## src/hw/interrupt_pkg.sv

```systemverilog
// Shared constants, level numbers, dedicated addresses and instruction codes.
package interrupt_pkg;

   localparam int NUM_LEVELS = 32;
   localparam int LEVEL_GROUP = 4;
   localparam int NUM_SUBLEVELS = 17;
   localparam int WORD_W = 16;
   localparam int LEVEL_W = 5;
   localparam int DEVICE_ID_W = 6;

   localparam logic [4:0] LVL_POWER_FAIL = 5'h00;
   localparam logic [4:0] LVL_PARITY = 5'h01;
   localparam logic [4:0] LVL_PROTECT = 5'h02;
   localparam logic [4:0] LVL_UNIMPL = 5'h04;
   localparam logic [4:0] LVL_FP_OVERFLOW = 5'h05;
   localparam logic [4:0] LVL_IO_DATA = 5'h0C;
   localparam logic [4:0] LVL_IO_SERVICE = 5'h0D;

   // Levels whose enable latch is fixed set and ignores enable instructions.
   localparam logic [31:0] ALWAYS_ENABLED_MASK = 32'h0000_0037;
   // Levels fitted in every machine.
   localparam logic [31:0] STANDARD_LEVELS = 32'h0000_3011;

   localparam logic [15:0] DEDICATED_BASE = 16'h0020;
   localparam logic [15:0] NO_ACTIVE_RETURN_ADDR = 16'h0000;
   localparam logic [15:0] DATA_ENTRY_BASE = 16'h0080;
   localparam logic [15:0] SERVICE_ENTRY_BASE = 16'h00C0;

   localparam int CLK_PERIOD_NS = 10;
   localparam int SWITCH_TIME_NS = 2400;
   localparam int SWITCH_CYCLES = (SWITCH_TIME_NS + CLK_PERIOD_NS - 1) / CLK_PERIOD_NS;
   localparam int SWITCH_CNT_W = $clog2(SWITCH_CYCLES + 1);

   typedef enum logic [3:0] {
      SET_REQUEST_INSTR         = 4'h1,
      CLEAR_REQUEST_INSTR       = 4'h2,
      SET_ENABLE_INSTR          = 4'h3,
      CLEAR_ENABLE_INSTR        = 4'h4,
      SET_ACTIVE_INSTR          = 4'h5,
      CLEAR_ACTIVE_INSTR        = 4'h6,
      CLEAR_AND_RETURN_INSTR    = 4'h7,
      CLEAR_ACTIVE_RETURN_INSTR = 4'h8,
      EXECUTIVE_SERVICE_INSTR   = 4'h9
   } instr_op_e;

   // Return word comes first, the entry word directly after it.
   function automatic logic [15:0] return_word(input logic [4:0] lvl);
      return DEDICATED_BASE + {10'h000, lvl, 1'b0};
   endfunction

   function automatic logic [15:0] entry_word(input logic [4:0] lvl);
      return DEDICATED_BASE + {10'h000, lvl, 1'b1};
   endfunction

endpackage

```

## src/hw/level_state.sv

```systemverilog
// Request, enable and active latches of one priority level.
`timescale 1ns/100ps
`default_nettype none
module level_state #(
   parameter bit ALWAYS_ON = 1'b0,
   parameter bit PRESENT   = 1'b1
) (
   input  wire logic clock_in,
   input  wire logic srst_in,
   input  wire logic set_req_in,
   input  wire logic clr_req_in,
   input  wire logic set_en_in,
   input  wire logic clr_en_in,
   input  wire logic set_act_in,
   input  wire logic clr_act_in,
   output logic      request_out,
   output logic      enable_out,
   output logic      active_out
);
   logic next_request;
   logic next_enable;
   logic next_active;

   // A set arriving with a clear wins so that no request is lost.
   always_comb begin
      next_request = PRESENT & (set_req_in | (request_out & ~clr_req_in));
      next_enable = PRESENT & (ALWAYS_ON | set_en_in | (enable_out & ~clr_en_in));
      next_active = PRESENT & (set_act_in | (active_out & ~clr_act_in));
   end

   always_ff @(posedge clock_in) begin
      if (srst_in) begin
         request_out <= 1'b0;
         enable_out <= PRESENT & ALWAYS_ON;
         active_out <= 1'b0;
      end else begin
         request_out <= next_request;
         enable_out <= next_enable;
         active_out <= next_active;
      end
   end
endmodule
`default_nettype wire

```

## src/hw/sublevel_arbiter.sv

```systemverilog
// Party-line sub-level arbiter: fixed priority pick, grant held until release.
`timescale 1ns/100ps
`default_nettype none
module sublevel_arbiter #(
   parameter int N = 17
) (
   input  wire logic         clock_in,
   input  wire logic         srst_in,
   input  wire logic [N-1:0] request_in,
   input  wire logic         capture_in,
   input  wire logic         release_in,
   output logic              any_request_out,
   output logic [N-1:0]      grant_out
);
   logic [N-1:0] pick;
   logic [N-1:0] next_grant;

   // Sub-level 0 has the highest priority.
   always_comb begin
      pick = '0;
      for (int i = N - 1; i >= 0; i--) begin
         if (request_in[i]) begin
            pick = '0;
            pick[i] = 1'b1;
         end
      end
      any_request_out = |request_in;
      next_grant = grant_out;
      if (release_in) begin
         next_grant = '0;
      end
      // The grant is held until the switch ends; the active latch keeps a sub-level from preempting another.
      if (capture_in) begin
         next_grant = pick;
      end
   end

   always_ff @(posedge clock_in) begin
      if (srst_in) begin
         grant_out <= '0;
      end else begin
         grant_out <= next_grant;
      end
   end
endmodule
`default_nettype wire

```

## src/hw/priority_interrupt_system.sv

```systemverilog
// Vectored priority interrupt controller with program switching sequencer.
// Function
// Four standard levels, expandable in groups of four to 32.
// Two I/O levels each arbitrate 17 sub-levels, identifying up to 64 devices.
// Each level owns an entry word and a return word in memory.
// I/O sub-levels share the return word but have own entry words.
// Sub-levels never preempt each other; highest simultaneous sub-level wins.
// Standard levels 0, 4, C, D: power fail, unimplemented, data, service.
// Request set by line or set-request; cleared by clear-request or return.
// Enable set and cleared by instructions; only enabled requests interrupt.
// Active set on taking interrupt, cleared by clear-active or return.
// Clear-active-and-return leaves the request latch untouched.
// Set/clear active change active without switching, deferring lower levels; set-active here ignores level 0.
// Reset clears all latches except enables of levels 0, 1, 2, 4, 5.
// Interrupt needs enable, request, no higher active, instruction completed.
// Switch saves PC to return word, loads entry word, takes 2.4 us.
// Clear-and-return clears highest active level and reloads its return word.
// Data level sub-levels preempt any service level sub-level.
// Data level saves PC at 38 and enters at the device's entry word.
// After data level return, pending data request re-enters at once.
// Service level works alike with entry words C0 through FF.
// Traps abort the instruction and request; only four conditions trap.
// Unimplemented trap at level 4 keeps PC on the offending instruction.
// Unimplemented level is always enabled; enable instructions do nothing.
// Return with no level active loads PC from word 0.
// Enable instructions leave trap and power-fail levels enabled.
// Level 0 is highest priority; larger numbers are lower.
`timescale 1ns/100ps
`default_nettype none
module priority_interrupt_system #(
   parameter logic [31:0] LEVEL_PRESENT = 32'hFFFF_FFFF
) (
   input  wire logic                 clock_in,
   input  wire logic                 srst_in,
   input  wire logic [31:0]          ext_request_in,
   input  wire logic                 power_fail_autostart_in,
   input  wire logic                 unimpl_trap_in,
   input  wire logic                 parity_trap_in,
   input  wire logic                 protect_trap_in,
   input  wire logic                 fp_overflow_trap_in,
   input  wire logic [16:0]          data_sub_request_in,
   input  wire logic [16:0]          service_sub_request_in,
   input  wire logic [5:0]           device_id_in,
   input  wire logic                 instr_valid_in,
   input  wire logic [3:0]           instr_op_in,
   input  wire logic [4:0]           instr_level_in,
   input  wire logic                 instr_done_in,
   input  wire logic [15:0]          program_counter_in,
   input  wire logic [15:0]          mem_rdata_in,
   input  wire logic                 mem_ack_in,
   output logic                      mem_req_out,
   output logic                      mem_write_out,
   output logic [15:0]               mem_addr_out,
   output logic [15:0]               mem_wdata_out,
   output logic                      pc_load_out,
   output logic [15:0]               pc_value_out,
   output logic                      busy_out,
   output logic                      abort_instr_out,
   output logic                      pc_hold_out,
   output logic [16:0]               data_sub_ack_out,
   output logic [16:0]               service_sub_ack_out,
   output logic [31:0]               request_out,
   output logic [31:0]               enable_out,
   output logic [31:0]               active_out
);
   typedef enum logic [5:0] {
      ST_IDLE      = 6'b00_0001,
      ST_SAVE      = 6'b00_0010,
      ST_FETCH     = 6'b00_0100,
      ST_PAD       = 6'b00_1000,
      ST_RET_FETCH = 6'b01_0000,
      ST_RECHECK   = 6'b10_0000
   } seq_state_e;

   localparam logic [31:0] PRESENT_MASK = LEVEL_PRESENT | interrupt_pkg::STANDARD_LEVELS;

   seq_state_e state;
   seq_state_e next_state;
   logic [4:0]  level_sel;
   logic [4:0]  next_level_sel;
   logic        reenter;
   logic        next_reenter;
   logic [interrupt_pkg::SWITCH_CNT_W-1:0] cnt;
   logic [interrupt_pkg::SWITCH_CNT_W-1:0] next_cnt;
   logic        next_mem_req;
   logic        next_mem_write;
   logic [15:0] next_mem_addr;
   logic [15:0] next_mem_wdata;
   logic        next_pc_load;
   logic [15:0] next_pc_value;

   logic [31:0] set_req;
   logic [31:0] clr_req;
   logic [31:0] set_en;
   logic [31:0] clr_en;
   logic [31:0] set_act;
   logic [31:0] clr_act;
   logic [31:0] eligible;
   logic [31:0] blocked;
   logic [5:0]  take;
   logic [5:0]  highest_active;
   logic        data_any;
   logic        service_any;
   logic        start_take;
   logic        start_return;
   logic        sub_release;
   logic        instr_here;
   logic [31:0] instr_sel;
   logic [15:0] entry_addr;

   function automatic logic [31:0] level_onehot(input logic [4:0] lvl);
      return 32'h0000_0001 << lvl;
   endfunction

   // Bit 5 flags a hit; the index is the lowest set bit, which is the highest priority.
   function automatic logic [5:0] first_set(input logic [31:0] v);
      logic [5:0] r;
      r = 6'h00;
      for (int i = 31; i >= 0; i--) begin
         if (v[i]) begin
            r = {1'b1, 5'(i)};
         end
      end
      return r;
   endfunction

   genvar g;
   generate
      for (g = 0; g < interrupt_pkg::NUM_LEVELS; g++) begin : gen_level
         level_state #(
            .ALWAYS_ON (interrupt_pkg::ALWAYS_ENABLED_MASK[g]),
            .PRESENT   (PRESENT_MASK[g])
         ) u_level (
            .clock_in    (clock_in),
            .srst_in     (srst_in),
            .set_req_in  (set_req[g]),
            .clr_req_in  (clr_req[g]),
            .set_en_in   (set_en[g]),
            .clr_en_in   (clr_en[g]),
            .set_act_in  (set_act[g]),
            .clr_act_in  (clr_act[g]),
            .request_out (request_out[g]),
            .enable_out  (enable_out[g]),
            .active_out  (active_out[g])
         );
      end
   endgenerate

   sublevel_arbiter #(
      .N (interrupt_pkg::NUM_SUBLEVELS)
   ) u_data_arb (
      .clock_in        (clock_in),
      .srst_in         (srst_in),
      .request_in      (data_sub_request_in),
      .capture_in      (start_take && take[4:0] == interrupt_pkg::LVL_IO_DATA),
      .release_in      (sub_release),
      .any_request_out (data_any),
      .grant_out       (data_sub_ack_out)
   );

   sublevel_arbiter #(
      .N (interrupt_pkg::NUM_SUBLEVELS)
   ) u_service_arb (
      .clock_in        (clock_in),
      .srst_in         (srst_in),
      .request_in      (service_sub_request_in),
      .capture_in      (start_take && take[4:0] == interrupt_pkg::LVL_IO_SERVICE),
      .release_in      (sub_release),
      .any_request_out (service_any),
      .grant_out       (service_sub_ack_out)
   );
   always_comb begin
      blocked = 32'h0000_0000;
      for (int i = 0; i < 32; i++) begin
         blocked[i] = |(active_out & ((32'h0000_0002 << i) - 32'h0000_0001));
      end
      eligible = request_out & enable_out & ~blocked;
      take = first_set(eligible);
      highest_active = first_set(active_out);
      instr_here = instr_valid_in && state == ST_IDLE;
      instr_sel = level_onehot(instr_level_in);
      start_return = instr_here && (instr_op_in == interrupt_pkg::CLEAR_AND_RETURN_INSTR ||
                     instr_op_in == interrupt_pkg::CLEAR_ACTIVE_RETURN_INSTR);
      start_take = take[5] && !start_return &&
                   ((state == ST_IDLE && instr_done_in) || state == ST_RECHECK);
      abort_instr_out = unimpl_trap_in | parity_trap_in | protect_trap_in |
                        fp_overflow_trap_in;
      // The CPU must keep its PC on an unimplemented-instruction trap or an executive service instruction.
      pc_hold_out = unimpl_trap_in |
                    (instr_here && instr_op_in == interrupt_pkg::EXECUTIVE_SERVICE_INSTR);
   end
   always_comb begin
      set_req = ext_request_in;
      set_req[interrupt_pkg::LVL_IO_DATA] = data_any;
      set_req[interrupt_pkg::LVL_IO_SERVICE] = service_any;
      set_req[interrupt_pkg::LVL_POWER_FAIL] = ext_request_in[0] | power_fail_autostart_in;
      set_req[interrupt_pkg::LVL_PARITY] = ext_request_in[1] | parity_trap_in;
      set_req[interrupt_pkg::LVL_PROTECT] = ext_request_in[2] | protect_trap_in;
      set_req[interrupt_pkg::LVL_UNIMPL] = ext_request_in[4] | unimpl_trap_in;
      set_req[interrupt_pkg::LVL_FP_OVERFLOW] = ext_request_in[5] | fp_overflow_trap_in;
      clr_req = 32'h0000_0000;
      set_en = 32'h0000_0000;
      clr_en = 32'h0000_0000;
      set_act = 32'h0000_0000;
      clr_act = 32'h0000_0000;
      if (instr_here) begin
         unique case (instr_op_in)
            interrupt_pkg::SET_REQUEST_INSTR: set_req = set_req | instr_sel;
            interrupt_pkg::CLEAR_REQUEST_INSTR: clr_req = instr_sel;
            interrupt_pkg::SET_ENABLE_INSTR: set_en = instr_sel;
            interrupt_pkg::CLEAR_ENABLE_INSTR: clr_en = instr_sel;
            interrupt_pkg::SET_ACTIVE_INSTR: set_act = instr_sel & 32'hFFFF_FFFE;
            interrupt_pkg::CLEAR_ACTIVE_INSTR: clr_act = instr_sel;
            interrupt_pkg::EXECUTIVE_SERVICE_INSTR:
               set_req[interrupt_pkg::LVL_UNIMPL] = 1'b1;
            default: ;
         endcase
      end
      if (start_return && highest_active[5]) begin
         clr_act = level_onehot(highest_active[4:0]);
         if (instr_op_in == interrupt_pkg::CLEAR_AND_RETURN_INSTR) begin
            clr_req = level_onehot(highest_active[4:0]);
         end
      end
      if (start_take) begin
         set_act = set_act | level_onehot(take[4:0]);
      end
   end
   always_comb begin
      if (level_sel == interrupt_pkg::LVL_IO_DATA) begin
         entry_addr = interrupt_pkg::DATA_ENTRY_BASE | {10'h000, device_id_in};
      end else if (level_sel == interrupt_pkg::LVL_IO_SERVICE) begin
         entry_addr = interrupt_pkg::SERVICE_ENTRY_BASE | {10'h000, device_id_in};
      end else begin
         entry_addr = interrupt_pkg::entry_word(level_sel);
      end
   end
   always_comb begin
      next_state = state;
      next_level_sel = level_sel;
      next_reenter = reenter;
      next_cnt = cnt + interrupt_pkg::SWITCH_CNT_W'(1);
      next_mem_req = mem_req_out;
      next_mem_write = mem_write_out;
      next_mem_addr = mem_addr_out;
      next_mem_wdata = mem_wdata_out;
      next_pc_load = 1'b0;
      next_pc_value = pc_value_out;
      sub_release = 1'b0;
      unique case (state)
         ST_IDLE, ST_RECHECK: begin
            next_state = ST_IDLE;
            if (start_return) begin
               next_reenter = instr_op_in == interrupt_pkg::CLEAR_AND_RETURN_INSTR;
               next_mem_req = 1'b1;
               next_mem_write = 1'b0;
               next_mem_addr = highest_active[5] ?
                               interrupt_pkg::return_word(highest_active[4:0]) :
                               interrupt_pkg::NO_ACTIVE_RETURN_ADDR;
               next_state = ST_RET_FETCH;
            end else if (start_take) begin
               next_level_sel = take[4:0];
               next_cnt = interrupt_pkg::SWITCH_CNT_W'(1);
               next_mem_req = 1'b1;
               next_mem_write = 1'b1;
               next_mem_addr = interrupt_pkg::return_word(take[4:0]);
               next_mem_wdata = program_counter_in;
               next_state = ST_SAVE;
            end
         end
         ST_SAVE: begin
            if (mem_ack_in) begin
               next_mem_write = 1'b0;
               next_mem_addr = entry_addr;
               next_state = ST_FETCH;
            end
         end
         ST_FETCH: begin
            if (mem_ack_in) begin
               next_mem_req = 1'b0;
               next_pc_value = mem_rdata_in;
               next_state = ST_PAD;
            end
         end
         ST_PAD: begin
            // Fast memory still costs the full switch time seen by the CPU.
            if (cnt >= interrupt_pkg::SWITCH_CNT_W'(interrupt_pkg::SWITCH_CYCLES - 1)) begin
               next_pc_load = 1'b1;
               sub_release = 1'b1;
               next_state = ST_IDLE;
            end
         end
         ST_RET_FETCH: begin
            if (mem_ack_in) begin
               next_mem_req = 1'b0;
               next_pc_value = mem_rdata_in;
               next_pc_load = 1'b1;
               // After clear-active-and-return a pending level waits one instruction.
               next_state = reenter ? ST_RECHECK : ST_IDLE;
            end
         end
         default: next_state = ST_IDLE;
      endcase
   end

   always_ff @(posedge clock_in) begin
      if (srst_in) begin
         state <= ST_IDLE;
         level_sel <= 5'h00;
         reenter <= 1'b0;
         cnt <= '0;
         mem_req_out <= 1'b0;
         mem_write_out <= 1'b0;
         mem_addr_out <= 16'h0000;
         mem_wdata_out <= 16'h0000;
         pc_load_out <= 1'b0;
         pc_value_out <= 16'h0000;
      end else begin
         state <= next_state;
         level_sel <= next_level_sel;
         reenter <= next_reenter;
         cnt <= next_cnt;
         mem_req_out <= next_mem_req;
         mem_write_out <= next_mem_write;
         mem_addr_out <= next_mem_addr;
         mem_wdata_out <= next_mem_wdata;
         pc_load_out <= next_pc_load;
         pc_value_out <= next_pc_value;
      end
   end

   assign busy_out = state != ST_IDLE;

endmodule
`default_nettype wire

```

## config.mk

```make
export PLATFORM = sky130hd
export DESIGN_NAME = priority_interrupt_system
export DESIGN_NICKNAME = d
export VERILOG_FILES = /design/src/hw/interrupt_pkg.sv /design/src/hw/level_state.sv /design/src/hw/sublevel_arbiter.sv /design/src/hw/priority_interrupt_system.sv
export SDC_FILE = /design/constraint.sdc
export NUM_CORES = 1
export LEC_CHECK = 0
export BUFFER_PORTS_ARGS = -buffer_cell sky130_fd_sc_hd__buf_4
export CAP_MARGIN = 20
export CORE_AREA = 4 4 139 241
export CTS_BUF_LIST = sky130_fd_sc_hd__clkbuf_16
export CTS_CLUSTER_SIZE = 10
export DETAILED_ROUTE_END_ITERATION = 10
export DIE_AREA = 0 0 143 245
export GPL_TIMING_DRIVEN = 0
export HOLD_SLACK_MARGIN = 0.06
export PLACE_DENSITY = 0.59
export SLEW_MARGIN = 20
export SYNTH_ARGS = -nofsm -noshare
export SYNTH_HDL_FRONTEND = slang
export SYNTH_SLANG_ARGS = --single-unit
```

## constraint.sdc

```tcl
create_clock -name clock_in -period 3.5 [get_ports clock_in]
set_input_delay 0.175 -clock clock_in [delete_from_list [all_inputs] [get_ports clock_in]]
set_output_delay 0.175 -clock clock_in [all_outputs]
set_load 0.05 [all_outputs]
```

==> results.yml <==
status:
  status: "complete, no violations"
floorplanning:
  start_util_pct: 34.7
  dieHeight_um: 245
  io_pins: 307
  placeableCoreArea_um2: 31500
  die-area_um2: 35000
  rows: 86
  die_x_um: 143
worst_setup_path:
  crit_family: "simple AND/OR/NAND/NOR gates"
  cp_slowest_cell: "or4_1"
  startpoint_type: "flop"
  path_cells: "or4_1 > nor2_1 > and3_1 > o2111ai_1 > a31o_2 > o21bai_4 > and3_1 > buf_6 > buf_6 > mux2i_1"
  cp-end-kind: "flop"
  worstSetupStartpoint: "gen_level[24].u_level.active_out$_SDFF_PP0_"
  cp-endpoint: "u_service_arb.grant_out[7]$_SDFFE_PP0P_"
  r2r_cells: 10
  r2r_start: "gen_level[24].u_level.active_out$_SDFF_PP0_"
  worstSetupPathType: "reg -> reg"
  critPathMaxFanout: 10
  path_depth: 10
  required_ps: 3890
  cp_slowest_stage_delay_ps: 640
  cp_num_buf_inv: 2
  arrival_ps: 3850
  reg2reg_slack_ps: 40
  reg2reg_to: "u_service_arb.grant_out[7]$_SDFFE_PP0P_"
timing:
  rsz0062_at_grt: "false"
  fin_crit_ps: 3460
  whs_ps: 80.7
  fin_skew_ps: 8.36
  clock.fmax_mhz: 289
  tightestPinTransition_ps: 1090
  drv_slew: 0
  hold_viol_final: 0
  finalCritPeriodShare_pct: 98.8
  setup_viol: 0
  relSlewSlack_pct: 27.2
placement:
  place_hpwl_um: 42800
  gp_congestion: 0.991
  portBuffers: 288
logic_synthesis:
  yosysMostFrequentCell: "nand2_1"
  seq_area_frac_synth_pct: 34.4
  syn_area_um2: 10900
  synth_top_area_share_pct: 34.4
  synth_area_leaders: "dfxtp_1 34%, nand2_1 7.2%, buf_4 7.1%"
  syn_inst: 1431
  async_reset_ff_share_pct: 0
  ys_ff_latch: 188
  synth_edf_count: 0
  synthFlopType: "dfxtp_1"
  synth.largest_area_cell: "dfxtp_1"
  yosys_warnings: 0
  synth_area_per_cell_um2: 7.64
  synth.distinct_cells: 78
  ys_top_cells_by_count: "209 x nand2_1, 188 x dfxtp_1, 155 x a21oi_1"
pwr:
  p_per_area_nw_per_um2: 416
  vdd_ir_drop_max_mv: 0.425
  p_total_w: 0.00650
  leakagePower_nw: 6.23
layout:
  drive_above_1_share_pct: 27.0
  syn_to_final_growth_pct: 42.9
  finalNetCount: 1995
  antenna_cells: 0
clock_network:
  clk_pin_slew_worst_paths_ps: 70
  cts.sinks: 188
  worstSkewPairLatency_ps: 470
  cts.htree.levels: 4
  cts_tree: "done"
  cts_buffer_depth: 2
  root_buffer: "clkbuf_16"
  cts_buffers: 17
drt:
  drtAntennaViolNets: 0
  avgRoutedWirePerCell_um: 24.3
  wl_um: 55400
  drt_iter0_markers: 1175
  top_layer: "met5"
  avgViaCountPerCell: 5.75
  drc: 0
  wl_met1_um: 18200
  dr.pass1.iters: 7
  met2_length_um: 27900
  routed-wl-met3_um: 4620
  dr_total_vias: 13106
grt:
  grt_pass1_wl_um: 79700
  antenna_found_initial: 1
  grt_max_degree: 17
  groute.usage.overall_pct: 30.5
  grt_pass1_vias: 13151
  grt_overflow_total: 0
run:
  max-cap-violations: 0
min_path:
  hp-class: "in -> reg"
## worst reg2reg max path, stage by stage, from the launching register on
cell       delay (ps)
dfxtp_1           400
or4_1             640
nor2_1            360
and3_1            250
o2111ai_1         230
a31o_2            370
o21bai_4          310
and3_1            230
buf_6             170
buf_6             200
mux2i_1           230
## worst min path at each step
| stage | from | end | slack, ps | depth (start not counted) |
|---|---|---|---|---|
| floorplan | mem_rdata_in[0] | pc_value_out[0]$_SDFFE_PP0P_ | 310 | 2 |
| global placement | program_counter_in[1] | mem_wdata_out[1]$_SDFFE_PP0P_ | 410 | 3 |
| detailed placement | program_counter_in[0] | mem_wdata_out[0]$_SDFFE_PP0P_ | 420 | 3 |
| CTS | service_sub_request_in[3] | u_service_arb.grant_out[3]$_SDFFE_PP0P_ | 70 | 3 |
| global route | service_sub_request_in[3] | u_service_arb.grant_out[3]$_SDFFE_PP0P_ | 90 | 3 |
| finish | service_sub_request_in[3] | u_service_arb.grant_out[3]$_SDFFE_PP0P_ | 80 | 3 |
## layer usage
layer | global-route usage [%] | vias to the layer above
li1 | - | 5993
met1 | 30.2 | 6140
met2 | 54.3 | 740
met3 | 7.27 | 231
met4 | 21.9 | 2
met5 | 0 | -
## flip-flops by register name, summed over array words and instances, names as in the netlist, 6 cells and up
signal                         count
pc_value_out                      16
gen_level.u_level.enable_out      27
gen_level.u_level.active_out      32
mem_addr_out                       8
state                              6
mem_wdata_out                     16
cnt                                8
u_data_arb.grant_out              17
gen_level.u_level.request_out     32
u_service_arb.grant_out           17
## power by group
part	internal, W	switching, W
Sequential	0.00225	0.000104
Clock	0.000906	0.000929
Combinational	0.000773	0.00154
## cells by family after synthesis
kind of cell / synth area share [%]
mux: 4.30
flops: 34.4
buf+inv: 10.9
compound gates: 24.3
fa+ha+maj: 0.114
other cells: 0.0687
xor+xnor: 0.480
simple gates: 25.4
## per-stage QoR
step / setup slack, ps / TNS (ps) / util (%) / area, um^2 / cells
after floorplan: 577 / 0 / - / 11000 / 1442
after global placement: -1030 / -95990 / 43.2 / 13600 / 2126
after detailed placement: -900 / -60730 / 43.4 / 13700 / 2128
after CTS: -31.4 / -31.4 / 49.2 / 15500 / 2275
after global routing: 6.60 / 0 / 49.6 / 15600 / 2280
final: 43.5 / 0 / 49.6 / 15600 / 2280
## area by class of cell
class	count	area [um^2]
sequential	188	3760
multi-input combinational	1052	6280
clock inverter	15	103
tap	396	495
buffer	177	1120
timing repair buffer	411	3360
clock buffer	17	425
fill	3105	15900
inverter	24	90.1
## timing repair
action,in CTS,in global routing
setup endpoints to repair,138,94
gates cloned,0,0
gates resized for setup,29,26
hold endpoints to repair,97,0
pin swaps,2,4
hold buffers,111,0
setup buffers,4,6
## placed cells by master (no fill, tap or decap), types with 28 or more instances in the layout
master and instances:
nor3_1 29, dfxtp_1 188, clkbuf_1 51, nand2_1 203
nand3_1 31, a21oi_1 152, dlygate4sd3_1 111, o21ai_0 80
nor2_1 126, buf_4 403, mux2i_1 47, nand3b_1 28
o221ai_1 44
No activity file was read; power rests on OpenSTA's default activity.
